<file path="src/bsc_pkg.sv">
package bsc_pkg;

    // Instruction word geometry
    localparam int unsigned IW_W         = 10;
    localparam int unsigned NIB_W        = 4;
    localparam int unsigned BSEL_W       = 2;
    localparam int unsigned BSEL_LSB     = 0;
    localparam int unsigned IMM_LSB      = 0;

    // First-word opcodes: pattern and compare mask
    localparam logic [9:0] OP_SETBIT     = 10'h05c;
    localparam logic [9:0] MSK_SETBIT    = 10'h3fc;
    localparam logic [9:0] OP_SETCARRY   = 10'h007;
    localparam logic [9:0] MSK_FULL      = 10'h3ff;
    localparam logic [9:0] OP_SETPORT    = 10'h015;
    localparam logic [9:0] OP_CMP_FIRST  = 10'h026;

    // Second word of the compare: fixed upper part, nibble below
    localparam logic [9:0] OP_CMP_SECOND = 10'h070;
    localparam logic [9:0] MSK_CMP_SEC   = 10'h3f0;

    // Index register range that may address a port bit
    localparam logic [3:0] PORT_IDX_MAX  = 4'h3;

    // Reset values
    localparam logic       CARRY_RST     = 1'b0;
    localparam logic       PORT_BIT_RST  = 1'b0;

    // Compare sequencer states
    typedef enum logic [0:0] {
        BSC_ST_FIRST  = 1'b0,
        BSC_ST_SECOND = 1'b1
    } bsc_state_t;

endpackage

</file>
<file path="src/bsc_exec.sv">
// Operation
// - Set-memory-bit sets bit j (0..3) of the word at the data pointer.
// - Set-memory-bit code 0001011 1 jj; one word, one cycle, carry kept.
// - Set-port-bit sets port D bit at index register; one word, one cycle.
// - Compare-immediate skips next word if accumulator is n; carry kept.
// - Compare-immediate on inequality runs the next instruction normally.
// - Compare-immediate is two words, two cycles; second word 000111 nnnn.
`timescale 1ns/100ps
`default_nettype none

module bsc_exec #(
    // Address width of the data memory and width of port D
    parameter int unsigned DP_W   = 8,
    parameter int unsigned PORT_W = 4
) (
    input  wire logic                     clk_sys_i,
    input  wire logic                     rstn_i,
    // Fetched word, one per machine cycle
    input  wire logic                     instr_valid_i,
    input  wire logic [bsc_pkg::IW_W-1:0] instr_i,
    // Core state read by the block
    input  wire logic [3:0]               acc_i,
    input  wire logic [3:0]               index_reg_i,
    input  wire logic [DP_W-1:0]          data_pointer_i,
    input  wire logic [3:0]               addressed_memory_word_i,
    // Carry written by the rest of the ALU
    input  wire logic                     carry_load_i,
    input  wire logic                     carry_value_i,
    // Data memory write port
    output logic                          mem_we_o,
    output logic [DP_W-1:0]               mem_addr_o,
    output logic [3:0]                    mem_wdata_o,
    // Flags, port and sequencing
    output logic                          carry_flag_o,
    output logic [PORT_W-1:0]             port_d_o,
    output logic                          skip_o,
    output logic                          exec_done_o,
    output logic                          second_word_o
);
    import bsc_pkg::*;

    // Each word is taken on the rising edge where it is valid; every
    // effect shows one cycle later from a register, so the core sees
    // the same latency for all four instructions handled here. Outside
    // second-word state, words that match none of the four opcodes pass without any effect.

    ////////////////////////////////////////////////////////////////////////
    // Elaboration checks

    // The port must hold every index that may be addressed
    if (PORT_W < 4 || PORT_W > 16) begin : g_bad_port
        $error("PORT_W must be between 4 and 16");
    end
    if (DP_W < 1) begin : g_bad_dp
        $error("DP_W must be at least 1");
    end

    // Fields must sit inside the word, or the decode reads past its top
    if (BSEL_LSB + BSEL_W > IW_W) begin : g_bad_bsel
        $error("Bit-select field does not fit the word");
    end
    if (IMM_LSB + NIB_W > IW_W) begin : g_bad_imm
        $error("Immediate field does not fit the word");
    end

    ////////////////////////////////////////////////////////////////////////
    // Decode

    // Masked opcode match, shared by every decoder below
    // The mask lets the set-bit select field ride inside its pattern
    function automatic logic op_hit(input logic [9:0] word,
                                    input logic [9:0] pat,
                                    input logic [9:0] msk);
        op_hit = ((word & msk) == (pat & msk));
    endfunction

    // Compare pair tracking; the output mirror reads the next state
    bsc_state_t state_q;
    bsc_state_t state_d;

    // Decoded strobes, each true only in the cycle that takes its word
    logic       first_word;
    logic       is_setbit;
    logic       is_setcarry;
    logic       is_setport;
    logic       is_cmp1;
    logic       is_cmp2;
    logic       cmp_equal;
    logic [1:0] bit_sel;
    logic [3:0] imm_nib;

    // A second compare word is never decoded as an instruction of its own;
    // a word arriving in second-word state only ends or aborts the pair
    assign first_word  = instr_valid_i && (state_q == BSC_ST_FIRST);
    assign is_setbit   = first_word
                         && op_hit(instr_i, OP_SETBIT, MSK_SETBIT);
    assign is_setcarry = first_word
                         && op_hit(instr_i, OP_SETCARRY, MSK_FULL);
    assign is_setport  = first_word
                         && op_hit(instr_i, OP_SETPORT, MSK_FULL);
    assign is_cmp1     = first_word
                         && op_hit(instr_i, OP_CMP_FIRST, MSK_FULL);
    assign is_cmp2     = instr_valid_i && (state_q == BSC_ST_SECOND)
                         && op_hit(instr_i, OP_CMP_SECOND, MSK_CMP_SEC);
    assign bit_sel     = instr_i[BSEL_LSB +: BSEL_W];
    assign imm_nib     = instr_i[IMM_LSB +: NIB_W];
    assign cmp_equal   = (acc_i == imm_nib);

    ////////////////////////////////////////////////////////////////////////
    // Compare sequencer

    // Holds the compare across its second word; a stray word aborts it
    // An abort yields no skip and no done, so a lost second word cannot
    // leave a skip armed for some later instruction
    always_comb begin
        state_d = state_q;
        unique case (state_q)
            BSC_ST_FIRST: begin
                if (is_cmp1) begin
                    state_d = BSC_ST_SECOND;
                end
            end
            BSC_ST_SECOND: begin
                if (instr_valid_i) begin
                    state_d = BSC_ST_FIRST;
                end
            end
        endcase
    end

    always_ff @(posedge clk_sys_i or negedge rstn_i) begin
        if (!rstn_i) begin
            state_q <= BSC_ST_FIRST;
        end else begin
            state_q <= state_d;
        end
    end

    // Mirror flop, so the output comes straight from a register
    always_ff @(posedge clk_sys_i or negedge rstn_i) begin
        if (!rstn_i) begin
            second_word_o <= 1'b0;
        end else begin
            second_word_o <= (state_d == BSC_ST_SECOND);
        end
    end

    ////////////////////////////////////////////////////////////////////////
    // Skip and completion strobes

    // One-cycle skip request to the program counter after the second word
    // Limitation: the counter must apply the pulse to the very next word;
    // a skip that arrives after a further fetch is lost
    // Done also marks a finished compare, so the core can count cycles
    always_ff @(posedge clk_sys_i or negedge rstn_i) begin
        if (!rstn_i) begin
            skip_o      <= 1'b0;
            exec_done_o <= 1'b0;
        end else begin
            skip_o      <= is_cmp2 && cmp_equal;
            exec_done_o <= is_setbit || is_setcarry || is_setport || is_cmp2;
        end
    end

    ////////////////////////////////////////////////////////////////////////
    // Data memory bit set

    // Read-modify-write in one cycle: the word is already on the read port
    // Hazard: a read port that lags the data pointer merges stale bits,
    // so the memory read must settle within the same cycle
    always_ff @(posedge clk_sys_i or negedge rstn_i) begin
        if (!rstn_i) begin
            mem_we_o    <= 1'b0;
            mem_addr_o  <= '0;
            mem_wdata_o <= 4'h0;
        end else begin
            mem_we_o <= is_setbit;
            if (is_setbit) begin
                mem_addr_o  <= data_pointer_i;
                mem_wdata_o <= addressed_memory_word_i
                               | (4'h1 << bit_sel);
            end
        end
    end

    ////////////////////////////////////////////////////////////////////////
    // Carry flag

    // Set-carry wins over an ALU load in the same cycle; they cannot
    // legally coincide, so the order only matters for bad stimulus
    // Set-bit, set-port and compare leave the flag alone
    always_ff @(posedge clk_sys_i or negedge rstn_i) begin
        if (!rstn_i) begin
            carry_flag_o <= CARRY_RST;
        end else if (is_setcarry) begin
            carry_flag_o <= 1'b1;
        end else if (carry_load_i) begin
            carry_flag_o <= carry_value_i;
        end
    end

    ////////////////////////////////////////////////////////////////////////
    // Port D output latches

    // Indices above the legal range are dropped rather than wrapped,
    // so an out-of-range index cannot disturb a bit already lit
    // Bits are only ever set here; clearing belongs to other instructions
    for (genvar gi = 0; gi < PORT_W; gi++) begin : g_port
        always_ff @(posedge clk_sys_i or negedge rstn_i) begin
            if (!rstn_i) begin
                port_d_o[gi] <= PORT_BIT_RST;
            end else if (is_setport && (index_reg_i <= PORT_IDX_MAX)
                         && (index_reg_i == 4'(gi))) begin
                port_d_o[gi] <= 1'b1;
            end
        end
    end

endmodule

`default_nettype wire

</file>
<file path="config.mk">
export PLATFORM = sky130hd
export DESIGN_NAME = bsc_exec
export DESIGN_NICKNAME = d
export VERILOG_FILES = /design/src/bsc_pkg.sv /design/src/bsc_exec.sv
export SDC_FILE = /design/constraint.sdc
export NUM_CORES = 1
export LEC_CHECK = 0
export BUFFER_PORTS_ARGS = -buffer_cell sky130_fd_sc_hd__clkbuf_2
export CAP_MARGIN = 20
export CORE_MARGIN = 2
export CORE_UTILIZATION = 43
export CTS_CLUSTER_SIZE = 24
export DETAILED_ROUTE_END_ITERATION = 7
export HOLD_SLACK_MARGIN = 0.12
export PLACE_DENSITY = 0.75
export REMOVE_ABC_BUFFERS = 1
export SETUP_SLACK_MARGIN = 0.1
export SYNTH_ARGS = -nofsm -noshare
export SYNTH_HDL_FRONTEND = slang
export SYNTH_SLANG_ARGS = --single-unit
</file>
<file path="constraint.sdc">
create_clock -name clk_sys_i -period 1.8 [get_ports clk_sys_i]
set_input_delay 0.27 -clock clk_sys_i [delete_from_list [all_inputs] [get_ports clk_sys_i]]
set_output_delay 0.27 -clock clk_sys_i [all_outputs]
set_load 0.1 [all_outputs]
</file>
==> flow_metrics.tcl <==
set metrics [dict create \
    status "completed" \
    seqPwrFrac 0.513 \
    maxSlewViolCount 0 \
    timing.final.crit_share 0.920 \
    cts_root_buf "clkbuf_4" \
    grt_pass1_vias 827 \
    routedWlPerCell_um 13.8 \
    ys_ff_latch 21 \
    critPathMaxFanout 13 \
    syn_area_per_cell_um2 13.3 \
    pwr-share-clk 0.238 \
    dpl-instance-area_um2 1330 \
    synth_area_leaders "dfrtp_1, mux2_4, nand4_1, xnor2_1, mux2_2" \
    firstDrtPassIters 4 \
    arrival_ns 1.86 \
    cap_violations 0 \
    synth_cells 77 \
    htree_levels 1 \
    synth_edf_count 0 \
    max_freq_mhz 604 \
    floorplan.initialDensity 0.458 \
    synth_most_common_cell "dfrtp_1" \
    slew-limit-headroom 0.633 \
    routabilityCongestion 0.775 \
    clkSinkCount 21 \
    vias 826 \
    critical_path_class "reg -> reg" \
    drt_iter0_drc 3 \
    row_count 17 \
    fin_area_um2 1370 \
    power_frac_comb 0.249 \
    p_total_mw 0.966 \
    die_h_um 52.8 \
    synth_warnings 0 \
    routed_wl_mm 2.26 \
    cp-start-kind "flip-flop" \
    detail-route-antenna-nets 0 \
    rsz0062_at_grt "no" \
    synth_top_area_frac 0.514 \
    clockBufferDepth 2 \
    switchingPower_mw 0.326 \
    antenna_found_initial 0 \
    fin_crit_ns 1.66 \
    holdWs_ns 0.158 \
    tightest_slew_ns 0.553 \
    nNetsFinal 172 \
    synth_top_area_cell "dfrtp_1" \
    p_leak_nw 0.745 \
    drc_errors 0 \
    ys.flop_type "dfrtp_1" \
    synth-async-reset-ratio 1.00 \
    dieArea_um2 2780 \
    skew_ns 0.00179 \
    cts_made_buffers 3 \
    cp.required_ns 2.00 \
    core_area_um2 2230 \
    synthToLayoutAreaGrowth_pct 33.9 \
    p_per_area_nw_per_um2 706 \
    syn-cell-area_um2 1020 \
    p_int_mw 0.640 \
    worstSkewPairLatency_ns 0.30 \
    grt_max_degree 22 \
    die_w_um 52.8 \
    setup_viol 0 \
    placement.io_buffers 55 \
    grt_pass1_wl_mm 3.59 \
    worstHoldPathType "in -> reg" \
    grt-ovfl-total 0 \
    crit_path_end_kind "flip-flop" \
    place_inst 159 \
    pin_count 56 \
    n_antenna_cell 0 \
    dp_hpwl_mm 1.81 \
    clk_pin_slew_ns 0.12 \
    drive_above_1_share 0.544 \
    hold_viol 0 \
    synth_seq_area_share 0.514 \
    synthTopCellsByCount "dfrtp_1, mux2_4, nand4_1, inv_1, xnor2_1" \
    stdcell_count 164 \
    sw_frac_of_total 0.338 \
    global_route.usage.total 0.179 \
    vdd_ir_drop_max_v 0.000462 \
    cts_tree "built" \
    vias_per_cell 5.04 \
    synth.distinct_cells 28 \
]
## repair_timing
item                                   in CTS  in global routing
setup endpoints to repair                   0                  3
endpoints found under the hold margin      21                  0
resized for setup                           0                  1
hold buffers                                1                  0
setup buffers                               0                  0
## final timing paths
check,start,end,slack (ns),cells past startpoint
setup reg to reg,second_word_o,mem_addr_o[5],0.14,4
hold / removal,instr_valid_i,second_word_o,0.16,2
min in group asynchronous,rstn_i,port_d_o[1],0.47,2
setup / recovery,second_word_o,mem_addr_o[5],0.14,4
max in group asynchronous,rstn_i,mem_wdata_o[3],0.98,2
hold reg to reg,port_d_o[2],port_d_o[2],0.49,1
## kinds of logic (layout without fill, tap and decap cells)
family / count (synthesis) / count (layout) / share of synthesized area
AND/OR/NAND/NOR: 21 / 21 / 0.162
multiplexers: 13 / 13 / 0.165
AO/OA/AOI/OAI: 10 / 10 / 0.0722
XOR/XNOR: 4 / 4 / 0.0343
flip-flops: 21 / 21 / 0.514
buffers and inverters: 8 / 67 / 0.0526
## critical path, cell delays in order, from the launching register on
cell and delay (ns):
dfrtp_1 0.44, nor4bb_2 0.33, and4_1 0.28, buf_12 0.16, mux2_2 0.34
## stage by stage
stage	utilization	TNS (ns)	worst slack [ns]
3_3_place_gp	0.593	0	0.163
2_1_floorplan	-	-5.18	-0.481
3_5_place_dp	0.593	0	0.129
6_report	0.613	0	0.144
5_1_grt	0.613	0	0.117
4_1_cts	0.610	0	0.118
## routing by layer
layer,vias up,wire length (µm),track usage
met5,-,0,0
met4,0,17,0.0983
met1,399,933,0.217
met2,21,1210,0.306
li1,404,-,-
met3,2,97,0.0200
## power by group through the flow
stage               Sequential, mW  Clock [mW]  Combinational, mW
global placement             0.503           0              0.236
floorplan                    0.616           0             0.0440
finish                       0.495       0.230              0.241
global route                 0.497       0.263              0.255
detailed placement           0.504           0              0.240
CTS                          0.495       0.241              0.243
## cell type report
class	count	area [µm²]
clock buffer	3	22.5
clock inverter	1	5.00
fill	206	865
inverter	5	18.8
multi-input combinational	48	449
sequential	21	526
tap	28	35.0
timing repair buffer	58	313
## cell usage in the layout (no fill, tap or decap), drive strengths merged
cell / count
o21ai: 1
buf: 2
mux2i: 3
dfrtp: 21
o211ai: 1
nand4: 6
nor3: 1
nor2: 1
and2: 1
nor4b: 2
nand2: 1
clkinv: 1
and3b: 1
nor2b: 1
a41o: 2
a21oi: 2
dlygate4sd3: 1
nand2b: 2
o21bai: 3
inv: 5
clkbuf: 58
and4: 2
xnor2: 4
o2111ai: 1
mux2: 10
nor4bb: 3
## flip-flops by register name, indices dropped and copies added, names as in the netlist
register / count
mem_addr_o: 8
port_d_o: 4
exec_done_o: 1
skip_o: 1
carry_flag_o: 1
mem_wdata_o: 4
mem_we_o: 1
second_word_o: 1
No activity file was read; power rests on OpenSTA's default activity.
